--- config.mk ---
export PLATFORM = sky130hd
export DESIGN_NAME = prs_page_select
export DESIGN_NICKNAME = d
export VERILOG_FILES = /design/src/hdl/prs_pkg.sv /design/src/hdl/prs_page_select.sv
export SDC_FILE = /design/constraint.sdc
export NUM_CORES = 2
export LEC_CHECK = 0
export BUFFER_PORTS_ARGS = -buffer_cell sky130_fd_sc_hd__buf_2
export CAP_MARGIN = 15
export CORE_ASPECT_RATIO = 0.9
export CORE_MARGIN = 1
export CORE_UTILIZATION = 45
export DETAILED_ROUTE_END_ITERATION = 8
export GPL_TIMING_DRIVEN = 0
export PLACE_DENSITY = 0.66
export SYNTH_ARGS = -nofsm -noshare
export SYNTH_HDL_FRONTEND = slang
export SYNTH_SLANG_ARGS = --single-unit
export TNS_END_PERCENT = 30
--- constraint.sdc ---
create_clock -name i_clk -period 5.1 [get_ports i_clk]
set_clock_uncertainty 0.15 [all_clocks]
set_input_delay 1.02 -clock i_clk [delete_from_list [all_inputs] [get_ports i_clk]]
set_output_delay 1.02 -clock i_clk [all_outputs]
set_load 0.02 [all_outputs]
--- src/hdl/prs_pkg.sv ---
package prs_pkg;

  // ****************************************
  // Widths
  // ****************************************
  localparam int VA_W      = 16;
  localparam int WORD_W    = 16;
  localparam int PA_W      = 22;
  localparam int RA_W      = 8;
  localparam int BLK_W     = 7;
  localparam int DISP_W    = 6;
  localparam int PAGE_W    = 3;
  localparam int MODE_W    = 2;
  localparam int IDX_W     = 6;
  localparam int NUM_SETS  = 64;
  localparam int CTL3_W    = 3;

  // ****************************************
  // Field positions
  // ****************************************
  localparam int PSW_MODE_HI  = 15;
  localparam int PSW_MODE_LO  = 14;
  localparam int PAGE_HI      = 15;
  localparam int PAGE_LO      = 13;
  localparam int BLK_HI       = 12;
  localparam int BLK_LO       = 6;
  localparam int REG_AREA_BIT = 7;
  localparam int REG_KIND_BIT = 6;
  localparam int REG_MODE_HI  = 5;
  localparam int REG_MODE_LO  = 4;
  localparam int REG_SPC_BIT  = 3;
  localparam int MAPEN_BIT    = 0;
  localparam int CTL3_KERNEL  = 2;
  localparam int CTL3_SUPER   = 1;
  localparam int CTL3_USER    = 0;

  // ****************************************
  // Modes, offsets, reset values
  // ****************************************
  localparam logic [1:0] MODE_KERNEL = 2'h0;
  localparam logic [1:0] MODE_SUPER  = 2'h1;
  localparam logic [1:0] MODE_USER   = 2'h3;

  localparam logic [7:0] ADDR_CTL3    = 8'h80;
  localparam logic [7:0] ADDR_MAPCTL  = 8'h81;
  localparam logic [7:0] ADDR_STATUS  = 8'h82;
  localparam logic [7:0] ADDR_LASTBLK = 8'h83;

  localparam logic [15:0] RST_WORD = 16'h0000;
  localparam logic [2:0]  RST_CTL3 = 3'h0;

  typedef enum logic [2:0] {
    CLS_INSTR    = 3'b000,
    CLS_IMM      = 3'b001,
    CLS_ABS      = 3'b010,
    CLS_INDEX    = 3'b011,
    CLS_DATA     = 3'b100,
    CLS_INDIRECT = 3'b101,
    CLS_VECTOR   = 3'b110,
    CLS_REGISTER = 3'b111
  } prs_cls_t;

  typedef struct packed {
    logic            valid;
    logic [VA_W-1:0] vaddr;
    prs_cls_t        cls;
  } prs_req_t;

  typedef struct packed {
    logic              valid;
    logic [PA_W-1:0]   paddr;
    logic              dspace;
    logic [MODE_W-1:0] mode;
  } prs_rsp_t;

endpackage : prs_pkg

--- src/hdl/prs_page_select.sv ---
// Design decisions made here: the strobed register port and the placing of the registers.
`timescale 1ns/10ps
module prs_page_select #(
  parameter int BASE_W = 16
) (
  // Clock and reset
  input  wire logic                   i_clk,
  input  wire logic                   i_rst_n,
  // Register port
  input  wire logic [prs_pkg::RA_W-1:0]   i_addr,
  input  wire logic [prs_pkg::WORD_W-1:0] i_wdata,
  input  wire logic                   i_wr,
  input  wire logic                   i_rd,
  output logic [prs_pkg::WORD_W-1:0]      o_rdata,
  // Core references
  input  wire prs_pkg::prs_req_t      i_req,
  output prs_pkg::prs_rsp_t           o_rsp,
  // Status word and privilege
  input  wire logic                   i_vec_load,
  input  wire logic                   i_psw_wr,
  input  wire logic [prs_pkg::WORD_W-1:0] i_new_psw,
  input  wire logic                   i_exec_priv,
  output logic                        o_priv_fault,
  output logic [prs_pkg::MODE_W-1:0]      o_stack_bank,
  output logic [prs_pkg::MODE_W-1:0]      o_cur_mode
);
  import prs_pkg::*;

  // ****************************************
  // Helpers
  // ****************************************
  function automatic logic [IDX_W-1:0] set_idx(
    input logic [MODE_W-1:0] m,
    input logic              d,
    input logic [PAGE_W-1:0] p
  );
    return {m, d, p};
  endfunction : set_idx

  function automatic logic dsp_for(
    input logic [CTL3_W-1:0] c,
    input logic [MODE_W-1:0] m
  );
    logic r;
    r = 1'b0;
    if (m == MODE_KERNEL) begin
      r = c[CTL3_KERNEL];
    end else if (m == MODE_SUPER) begin
      r = c[CTL3_SUPER];
    end else if (m == MODE_USER) begin
      r = c[CTL3_USER];
    end
    return r;
  endfunction : dsp_for

  // ****************************************
  // State
  // ****************************************
  logic [WORD_W-1:0] base_mem [NUM_SETS];
  logic [WORD_W-1:0] desc_mem [NUM_SETS];
  logic [CTL3_W-1:0] ctl3;
  logic              map_en;
  logic [MODE_W-1:0] cur_mode;
  logic [BASE_W-1:0] last_blk;

  // ****************************************
  // Register decode
  // ****************************************
  wire               reg_area = ~i_addr[REG_AREA_BIT];
  wire               reg_kind = i_addr[REG_KIND_BIT];
  wire [IDX_W-1:0]   reg_idx  = set_idx(
    i_addr[REG_MODE_HI:REG_MODE_LO], i_addr[REG_SPC_BIT],
    i_addr[PAGE_W-1:0]);
  wire               wr_base  = i_wr & reg_area & ~reg_kind;
  wire               wr_desc  = i_wr & reg_area & reg_kind;
  wire               wr_ctl3  = i_wr & (i_addr == ADDR_CTL3);
  wire               wr_map   = i_wr & (i_addr == ADDR_MAPCTL);
  wire [WORD_W-1:0]  rd_pair  = reg_kind ? desc_mem[reg_idx]
                                         : base_mem[reg_idx];
  logic [WORD_W-1:0] next_rdata;

  always_comb begin
    if (!i_rd) begin
      next_rdata = RST_WORD;
    end else if (reg_area) begin
      next_rdata = rd_pair;
    end else if (i_addr == ADDR_CTL3) begin
      next_rdata = {{(WORD_W-CTL3_W){1'b0}}, ctl3};
    end else if (i_addr == ADDR_MAPCTL) begin
      next_rdata = {{(WORD_W-1){1'b0}}, map_en};
    end else if (i_addr == ADDR_STATUS) begin
      next_rdata = {cur_mode, {(WORD_W-MODE_W){1'b0}}};
    end else if (i_addr == ADDR_LASTBLK) begin
      next_rdata = WORD_W'(last_blk);
    end else begin
      next_rdata = RST_WORD;
    end
  end

  // ****************************************
  // Translation
  // ****************************************
  // Vector words live in kernel space whatever mode runs
  wire               is_vec   = i_req.cls == CLS_VECTOR;
  wire [MODE_W-1:0]  eff_mode = is_vec ? MODE_KERNEL
                                       : cur_mode;
  wire               d_class  = (i_req.cls == CLS_DATA)
                              | (i_req.cls == CLS_INDIRECT)
                              | is_vec;
  wire               use_d    = d_class
                              & dsp_for(ctl3, eff_mode);
  wire [PAGE_W-1:0]  page_sel = i_req.vaddr[PAGE_HI:PAGE_LO];
  wire [IDX_W-1:0]   lk_idx   = set_idx(eff_mode, use_d,
                                        page_sel);
  wire [WORD_W-1:0]  base_reg = base_mem[lk_idx];
  wire [BASE_W-1:0]  base_fld = base_reg[BASE_W-1:0];
  wire [BLK_W-1:0]   blk_idx  = i_req.vaddr[BLK_HI:BLK_LO];
  wire [BASE_W-1:0]  phys_blk = base_fld
                              + BASE_W'(blk_idx);
  wire [PA_W-1:0]    map_pa   = PA_W'({phys_blk,
                                i_req.vaddr[DISP_W-1:0]});
  wire [PA_W-1:0]    raw_pa   = PA_W'(i_req.vaddr);
  // Register operands never touch memory
  wire               mem_ref  = i_req.valid
                              & (i_req.cls != CLS_REGISTER);
  prs_rsp_t          next_rsp;

  always_comb begin
    next_rsp.valid  = mem_ref;
    next_rsp.paddr  = map_en ? map_pa : raw_pa;
    next_rsp.dspace = map_en & use_d;
    next_rsp.mode   = eff_mode;
  end

  // ****************************************
  // Mode and privilege
  // ****************************************
  // Vector load and plain status write both take the mode from i_new_psw
  wire               mode_ld   = i_vec_load | i_psw_wr;
  wire [MODE_W-1:0]  next_mode = mode_ld
    ? i_new_psw[PSW_MODE_HI:PSW_MODE_LO] : cur_mode;
  wire               next_flt  = i_exec_priv
                               & (cur_mode != MODE_KERNEL);

  assign o_stack_bank = cur_mode;
  assign o_cur_mode   = cur_mode;

  // ****************************************
  // Flops
  // ****************************************
  // Page pairs are two separate 16-bit words, one in base_mem and one in desc_mem
  always_ff @(posedge i_clk or negedge i_rst_n) begin
    if (!i_rst_n) begin
      for (int k = 0; k < NUM_SETS; k++) begin
        base_mem[k] <= RST_WORD;
        desc_mem[k] <= RST_WORD;
      end
    end else begin
      if (wr_base) begin
        base_mem[reg_idx] <= i_wdata;
      end
      if (wr_desc) begin
        desc_mem[reg_idx] <= i_wdata;
      end
    end
  end

  always_ff @(posedge i_clk or negedge i_rst_n) begin
    if (!i_rst_n) begin
      ctl3 <= RST_CTL3;
      map_en <= 1'b0;
      cur_mode <= MODE_KERNEL;
      o_priv_fault <= 1'b0;
      o_rdata <= RST_WORD;
    end else begin
      if (wr_ctl3) begin
        ctl3 <= i_wdata[CTL3_W-1:0];
      end
      if (wr_map) begin
        map_en <= i_wdata[MAPEN_BIT];
      end
      cur_mode <= next_mode;
      o_priv_fault <= next_flt;
      o_rdata <= next_rdata;
    end
  end

  always_ff @(posedge i_clk or negedge i_rst_n) begin
    if (!i_rst_n) begin
      o_rsp <= '0;
      last_blk <= '0;
    end else begin
      o_rsp <= next_rsp;
      if (mem_ref && map_en) begin
        last_blk <= phys_blk;
      end
    end
  end

  // ****************************************
  // Checks
  // ****************************************
  chk_vector_kernel: assert property (
    @(posedge i_clk) disable iff (!i_rst_n)
    (i_req.valid && is_vec) |=> (o_rsp.mode == MODE_KERNEL))
    else $error("vector not mapped through kernel set");

  chk_stack_bank: assert property (
    @(posedge i_clk) disable iff (!i_rst_n)
    i_vec_load |=> (o_stack_bank ==
      $past(i_new_psw[PSW_MODE_HI:PSW_MODE_LO])))
    else $error("stack bank not from new status");

  chk_mode_follow: assert property (
    @(posedge i_clk) disable iff (!i_rst_n)
    (i_vec_load ##1 (i_req.valid && !is_vec))
      |=> (o_rsp.mode == $past(i_new_psw[PSW_MODE_HI:PSW_MODE_LO], 2)))
    else $error("page set does not follow new mode");

  chk_priv_refuse: assert property (
    @(posedge i_clk) disable iff (!i_rst_n)
    (i_exec_priv && cur_mode != MODE_KERNEL) |=> o_priv_fault)
    else $error("privileged op not refused");

  chk_kernel_priv: assert property (
    @(posedge i_clk) disable iff (!i_rst_n)
    (cur_mode == MODE_KERNEL) |=> !o_priv_fault)
    else $error("kernel op refused");

  chk_ispace_fetch: assert property (
    @(posedge i_clk) disable iff (!i_rst_n)
    (i_req.valid && !d_class) |=> !o_rsp.dspace)
    else $error("stream fetch went to data space");

  chk_dspace_off: assert property (
    @(posedge i_clk) disable iff (!i_rst_n)
    (i_req.valid && !dsp_for(ctl3, eff_mode)) |=> !o_rsp.dspace)
    else $error("data space used while disabled");

  chk_reg_nomap: assert property (
    @(posedge i_clk) disable iff (!i_rst_n)
    (i_req.valid && i_req.cls == CLS_REGISTER) |=> !o_rsp.valid)
    else $error("register operand made a reference");

  chk_block_sum: assert property (
    @(posedge i_clk) disable iff (!i_rst_n)
    (mem_ref && map_en) |=>
      (o_rsp.paddr[DISP_W-1:0] == $past(i_req.vaddr[DISP_W-1:0]))
      && (o_rsp.paddr[BASE_W+DISP_W-1:DISP_W] == $past(phys_blk)))
    else $error("physical block or displacement wrong");

  chk_data_dspace: assert property (
    @(posedge i_clk) disable iff (!i_rst_n)
    (mem_ref && map_en && i_req.cls == CLS_DATA
      && dsp_for(ctl3, cur_mode)) |=> o_rsp.dspace)
    else $error("operand not in data space");

  chk_rsp_idle: assert property (
    @(posedge i_clk) disable iff (!i_rst_n)
    !i_req.valid |=> !o_rsp.valid)
    else $error("response without a request");

  chk_ref_answer: assert property (
    @(posedge i_clk) disable iff (!i_rst_n)
    (i_req.valid && i_req.cls != CLS_REGISTER) |=> o_rsp.valid)
    else $error("memory reference not answered");

  chk_map_off: assert property (
    @(posedge i_clk) disable iff (!i_rst_n)
    (mem_ref && !map_en) |=> (o_rsp.paddr == PA_W'($past(i_req.vaddr))))
    else $error("unmapped address was relocated");

  chk_dspace_map: assert property (
    @(posedge i_clk) disable iff (!i_rst_n)
    !map_en |=> !o_rsp.dspace)
    else $error("data space flagged with mapping off");

  chk_vector_dspace: assert property (
    @(posedge i_clk) disable iff (!i_rst_n)
    (i_req.valid && is_vec && map_en && ctl3[CTL3_KERNEL]) |=> o_rsp.dspace)
    else $error("vector missed kernel data set");

  chk_vector_ispace: assert property (
    @(posedge i_clk) disable iff (!i_rst_n)
    (i_req.valid && is_vec && !ctl3[CTL3_KERNEL]) |=> !o_rsp.dspace)
    else $error("vector used disabled kernel data set");

  chk_fault_pulse: assert property (
    @(posedge i_clk) disable iff (!i_rst_n)
    !i_exec_priv |=> !o_priv_fault)
    else $error("fault without a privileged attempt");

  chk_psw_load: assert property (
    @(posedge i_clk) disable iff (!i_rst_n)
    i_psw_wr |=> (o_cur_mode == $past(i_new_psw[PSW_MODE_HI:PSW_MODE_LO])))
    else $error("status write did not load mode");

  chk_mode_hold: assert property (
    @(posedge i_clk) disable iff (!i_rst_n)
    !(i_vec_load || i_psw_wr) |=> $stable(o_cur_mode))
    else $error("mode changed without a load");

  chk_ctl3_write: assert property (
    @(posedge i_clk) disable iff (!i_rst_n)
    wr_ctl3 |=> (ctl3 == $past(i_wdata[CTL3_W-1:0])))
    else $error("space enables not written");

  chk_ctl3_hold: assert property (
    @(posedge i_clk) disable iff (!i_rst_n)
    !wr_ctl3 |=> $stable(ctl3))
    else $error("space enables changed unasked");

  chk_map_write: assert property (
    @(posedge i_clk) disable iff (!i_rst_n)
    wr_map |=> (map_en == $past(i_wdata[MAPEN_BIT])))
    else $error("mapping enable not written");

  chk_base_write: assert property (
    @(posedge i_clk) disable iff (!i_rst_n)
    wr_base |=> (base_mem[$past(reg_idx)] == $past(i_wdata)))
    else $error("base register not written");

  chk_desc_write: assert property (
    @(posedge i_clk) disable iff (!i_rst_n)
    wr_desc |=> (desc_mem[$past(reg_idx)] == $past(i_wdata)))
    else $error("descriptor register not written");

  chk_pair_read: assert property (
    @(posedge i_clk) disable iff (!i_rst_n)
    (i_rd && reg_area) |=> (o_rdata == $past(rd_pair)))
    else $error("page register read wrong");

  chk_status_read: assert property (
    @(posedge i_clk) disable iff (!i_rst_n)
    (i_rd && i_addr == ADDR_STATUS)
      |=> (o_rdata[PSW_MODE_HI:PSW_MODE_LO] == $past(cur_mode)))
    else $error("status read lost the mode");

  chk_rdata_idle: assert property (
    @(posedge i_clk) disable iff (!i_rst_n)
    !i_rd |=> (o_rdata == RST_WORD))
    else $error("read data outside its cycle");

  chk_last_block: assert property (
    @(posedge i_clk) disable iff (!i_rst_n)
    (mem_ref && map_en)
      |=> (last_blk == o_rsp.paddr[BASE_W+DISP_W-1:DISP_W]))
    else $error("last block not captured");

endmodule : prs_page_select

# Word-level counts from Yosys, hierarchy flattened
# Index checks and enable logic that the tools add are counted.
# Widths: inputs -> output; s select.
[classes]
n_bitwise = 16
magnitude_cmp = 3
n_eq_ne = 10
reduce_logical = 4
muxes = 25
n_addsub = 1
[ops]
columns = ["operator", "count"]
rows = [
  ["$bwmux 1024", 2],
  ["$bmux 16 s6", 3],
  ["$mux 16", 14],
  ["$demux 16 s6", 1],
  ["$eq 8x8->1 const B", 4],
  ["$mux 22", 1],
  ["$add 16x7->16", 1],
  ["$ge 7x7->1 const B", 2],
  ["$not 6->7", 2],
  ["$and 1x1->1", 9],
  ["$eq 3x3->1 const B", 3],
  ["$lt 7x1->1 const B", 1],
  ["$mux 1", 3],
  ["$ne 3x3->1 const B", 1],
  ["$or 1x1->1", 3],
  ["$eq 2x1->1 const B", 1],
  ["$eq 2x2->1 const B", 1],
  ["$logic_and 1x1->1", 2],
  ["$logic_not 2->1", 1],
  ["$mux 2", 1],
  ["$not 1->1", 2],
  ["$reduce_bool 2->1", 1],
]
[totals]
ff_bits = 2113
output_inout_bits = 47
wordCells = 197
in_bits = 67

# Longest topological paths before layout
[depth]
word_depth = 13
depth_mapped = 23
ltp_nobuf = 19

# Worst setup path after synthesis
# OpenSTA, ideal clock, no wires.
[synth_path]
path_kind = "input to register"
from = "input i_req[16] (netlist name)"
to = "register last_blk[12]"
setup_time_ps = 125
stages = 21
required_ps = 4825
arrival_ps = 5272
n_path_buf = 7
path_slack_ps = -447
cell_sequence = "buf_6 -> buf_12 -> buf_12 -> buf_12 -> buf_8 -> buf_2 -> buf_2 -> mux4_2 -> mux4_2 -> nand2_1 -> a31oi_1 -> ha_1 -> nor2b_1 -> o21ai_0 -> a21boi_0 -> o21a_1 -> o21ai_0 -> a211oi_2 -> nand3_1 -> xnor2_1 -> mux2_2"
[synth_between]
elab_chain_len = 5
[synth_lines]
columns = ["element", "line", "rtl"]
rows = [
  ["start, declared", "prs_page_select.sv:16", "input wire prs_pkg::prs_req_t i_req,"],
  ["$not 6->7 (not written as such)", "prs_page_select.sv:115", "wire [WORD_W-1:0] base_reg = base_mem[lk_idx];"],
  ["$bmux 16 s6", "prs_page_select.sv:115", ""],
  ["$mux 16 (not written as such) (2 in series)", "prs_page_select.sv:115", ""],
  ["$add 16x7->16", "prs_page_select.sv:119", "+ BASE_W'(blk_idx);"],
  ["end signal, assigned", "prs_page_select.sv:195", "last_blk <= phys_blk;"],
  ["end, declared", "prs_page_select.sv:64", "logic [BASE_W-1:0] last_blk;"],
]
# Every way passes these cells. The select of a mux whose other input is x is not followed.
# A chain may end at the register's enable or synchronous reset.

# Final worst setup path
[layout_path]
from = "input i_addr[2] (netlist name)"
to = "register desc_mem[41] (netlist name)"
[layout_between]
elab_chain_len = 6
word_cells_on_any_way = 7
classes_between = "order compare: 2; mux: 3; bitwise: 1; reduce/logical: 1"
[layout_lines]
columns = ["element", "line", "rtl"]
rows = [
  ["start, declared", "prs_page_select.sv:10", "input wire logic [prs_pkg::RA_W-1:0] i_addr,"],
  ["$not 6->7 (not written as such) (*)", "prs_page_select.sv:163", "desc_mem[reg_idx] <= i_wdata;"],
  ["$ge 7x7->1 (not written as such) or $lt 7x1->1 (tied branches)", "prs_page_select.sv:163", ""],
  ["$logic_and 1x1->1 (not written as such)", "prs_page_select.sv:163", ""],
  ["$mux 16 (not written as such)", "prs_page_select.sv:163", ""],
  ["$demux 16 s6 (*)", "prs_page_select.sv:163", ""],
  ["$bwmux 1024 (*)", "prs_page_select.sv:163", ""],
  ["end signal, assigned by index", "prs_page_select.sv:163", ""],
  ["end, declared", "prs_page_select.sv:60", "logic [WORD_W-1:0] desc_mem [NUM_SETS];"],
]
# Mark *: on every way between the ends. The rest lies on a longest branch, timed or not.

==> flow_summary.json <==
{
  "cts_buffers": 219,
  "endpoint_kind": "register",
  "die-area_mm2": 0.234,
  "grt_pass1_wl_um": 518000,
  "antenna_found_initial": 29,
  "cts_buffer_depth": 3,
  "timing.fmax_mhz": 183,
  "syn_to_final_growth_pct": 13.3,
  "setup_ws_ps": -377,
  "endpoint": "desc_mem[41]$_DFFE_PN0P_",
  "mostFrequentLayoutCells": "2111 x dfrtp_1, 2085 x mux2_2, 933 x mux4_2",
  "dp_hpwl_um": 272000,
  "path_class": "input pin to register",
  "final_common_cell": "dfrtp_1",
  "violations": "setup timing",
  "outcome": "complete, but fails checks",
  "cp-start-kind": "input pin",
  "viasPerCell": 6.59,
  "cts_root_buf": "clkbuf_16",
  "peakVddDrop_uv": 406,
  "synth_cells": 6342,
  "leakagePower_nw": 54.8,
  "period_minus_slack_ps": 5480,
  "synth_edf_count": 0,
  "fin_cells": 9977,
  "synth_cell_types": 77,
  "grt_remaining_overflow": 0,
  "critPathMaxFanout": 10,
  "groute.usage.overall": 0.317,
  "r2r-start": "o_cur_mode[0]$_DFFE_PN0P_",
  "portBuffers": 77,
  "final_layout_size_suffix_gt1_frac": 0.559,
  "std_cell_rows": 167,
  "finalSetupViolCount": 434,
  "rsz0062_at_grt": "yes",
  "hold_viol": 0,
  "reg2regPathDepth": 17,
  "drt_first_iter_violations": 7575,
  "drc_errors": 0,
  "core_area_mm2": 0.230,
  "place_inst": 9511,
  "hp-class": "input pin to register",
  "cts.sinks": 2113,
  "yosys.area.top_type": "dfrtp_1",
  "slew_violations": 0,
  "async_flop_share": 1.00,
  "place_congestion": 1.09,
  "rrSetupSlack_ps": -10,
  "fin_crit_sh": 1.07,
  "netlist_top_cells_area": "dfrtp_1 51%, mux2_2 23%, mux4_2 20%",
  "nNetsFinal": 6824,
  "critPathArrivalTime_ps": 6090,
  "grt_max_degree": 170,
  "die_x_um": 509,
  "pre_cts_ws_ps": -2440,
  "die_h_um": 459,
  "synth_top_flop_cell": "dfrtp_1",
  "worst_pin_slew_ps": 1400,
  "syn_area_per_cell_um2": 16.4,
  "slew_headroom": 0.0671,
  "synth_seq_cells": 2113,
  "startpoint": "i_addr[2]",
  "drt_first_pass_iters": 7,
  "initial_core_util": 0.453,
  "wl_um": 367000,
  "r2r_end": "last_blk[13]$_DFFE_PN0P_",
  "seq_area_frac_synth": 0.507,
  "ant_nets": 0,
  "synth_top_area_share": 0.507,
  "synth.cell_area_mm2": 0.104,
  "wl_per_cell_um": 36.8,
  "cp.required_ps": 5710,
  "cts_tree": "done",
  "utilization": 0.513,
  "clk_latency_ps": 910,
  "ys_warn_count": 0,
  "clk_pin_slew_worst_paths_ps": 60,
  "maxCapViolCount": 0,
  "vias": 65700,
  "powerDensity_mw_per_mm2": 332,
  "io-pin-count": 114,
  "synth_nets": 6417,
  "htree_levels": 4,
  "grt_pass1_vias": 66600
}
## layer usage
layer | up-vias | GRT usage | share of wire
met1 | 36100 | 0.414 | 0.39
li1 | 25200 | - | -
met3 | 922 | 0.128 | 0.12
met5 | - | 0.0129 | 0.0021
met2 | 3539 | 0.472 | 0.45
met4 | 32 | 0.120 | 0.045
## worst min path at each step
stage | endpoint | startpoint | cells after the start | slack (ps)
floorplan | last_blk[7]$_DFFE_PN0P_ | last_blk[7]$_DFFE_PN0P_ | 2 | 300
global placement | o_rdata[13]$_DFF_PN0_ | last_blk[13]$_DFFE_PN0P_ | 2 | 320
detailed placement | last_blk[3]$_DFFE_PN0P_ | last_blk[3]$_DFFE_PN0P_ | 2 | 310
CTS | o_rsp[4]$_DFF_PN0_ | i_req[4] | 1 | 30
global route | o_rsp[4]$_DFF_PN0_ | i_req[4] | 1 | 60
finish | o_rsp[4]$_DFF_PN0_ | i_req[4] | 1 | 90
## where the power goes
group,internal (mW),leakage [nW],switching [mW],total [mW]
combinational,1.92,22.1,2.58,4.49
sequential,17.6,29.1,0.516,18.1
clock,9.48,3.64,7.17,16.6
total,29.0,54.8,10.3,39.3
## layout make-up
class	instances	area (um2)
fill	18900	112000
sequential	2113	52900
multi-input combinational	3591	48700
clock buffer	336	6620
tap	3042	3810
buffer	619	3270
timing repair buffer	195	2020
clock inverter	62	717
inverter	10	37.5
antenna	9	22.5
## worst max-delay path, cell delays in order
cell and delay, ps:
clkbuf_1 730, clkbuf_1 570, buf_8 260, clkdlybuf4s15_1 930, nand3_1 760, nor2_1 900, buf_2 490, mux2_2 390
## sequential cells by signal, summed over array words and instances, names as in the netlist
register / count
base_mem: 1024
ctl3: 3
desc_mem: 1024
last_blk: 16
map_en: 1
o_cur_mode: 2
o_priv_fault: 1
o_rdata: 16
o_rsp: 26
## synthesized netlist by cell type (3+ instances only)
cell,n
a211o_1,3
dfrtp_1,2113
mux4_2,933
a22oi_1,4
clkbuf_1,386
o22ai_1,3
o211ai_1,5
mux2i_1,48
a311oi_1,3
o32ai_1,3
mux2_2,2085
buf_6,18
o21ai_0,32
nand2b_1,6
buf_4,16
buf_2,159
nand3b_1,5
a31oi_1,10
nor3_1,6
buf_12,8
a21boi_0,3
a211oi_1,14
a21o_1,3
and3b_1,5
nor2b_1,9
and3_1,9
nor2_1,91
mux4_1,27
buf_1,39
nand2_1,162
xnor2_1,9
nand4_1,3
or3_1,3
and2_1,9
inv_1,9
a21oi_1,12
ha_1,7
nor3b_1,7
or3b_2,5
nand3_1,26
## logic make-up (layout without fill, tap and decap cells)
family | count (synthesis) | after routing | synth area share
xor+xnor | 10 | 10 | 0.000840
buf+inv | 638 | 1222 | 0.0282
mux | 3093 | 3093 | 0.438
fa+ha+maj | 8 | 8 | 0.00103
compound gates | 114 | 114 | 0.00760
simple gates | 366 | 366 | 0.0168
flops | 2113 | 2113 | 0.507
other cells | 0 | 9 | 0
## repair_timing
item                       CTS  global route
setup endpoints to repair   91           376
hold endpoints to repair     8             0
pin swaps                   19            13
buffers inserted            37            26
resized for setup           85            58
hold buffers                 1             0
cloned                       1             0
## stage by stage
stage	hold slack (ps)	area, um2	total power, mW	setup TNS [ps]
after detailed placement	313	110000	22.7	-689440
final	87.0	118000	39.3	-69990
after global placement	321	109000	22.5	-
after CTS	32.0	118000	39.2	-2260
after floorplan	296	104000	20.7	0
after global routing	64.3	118000	40.3	-7100
Note: power is estimated with default switching activity, not from simulation.
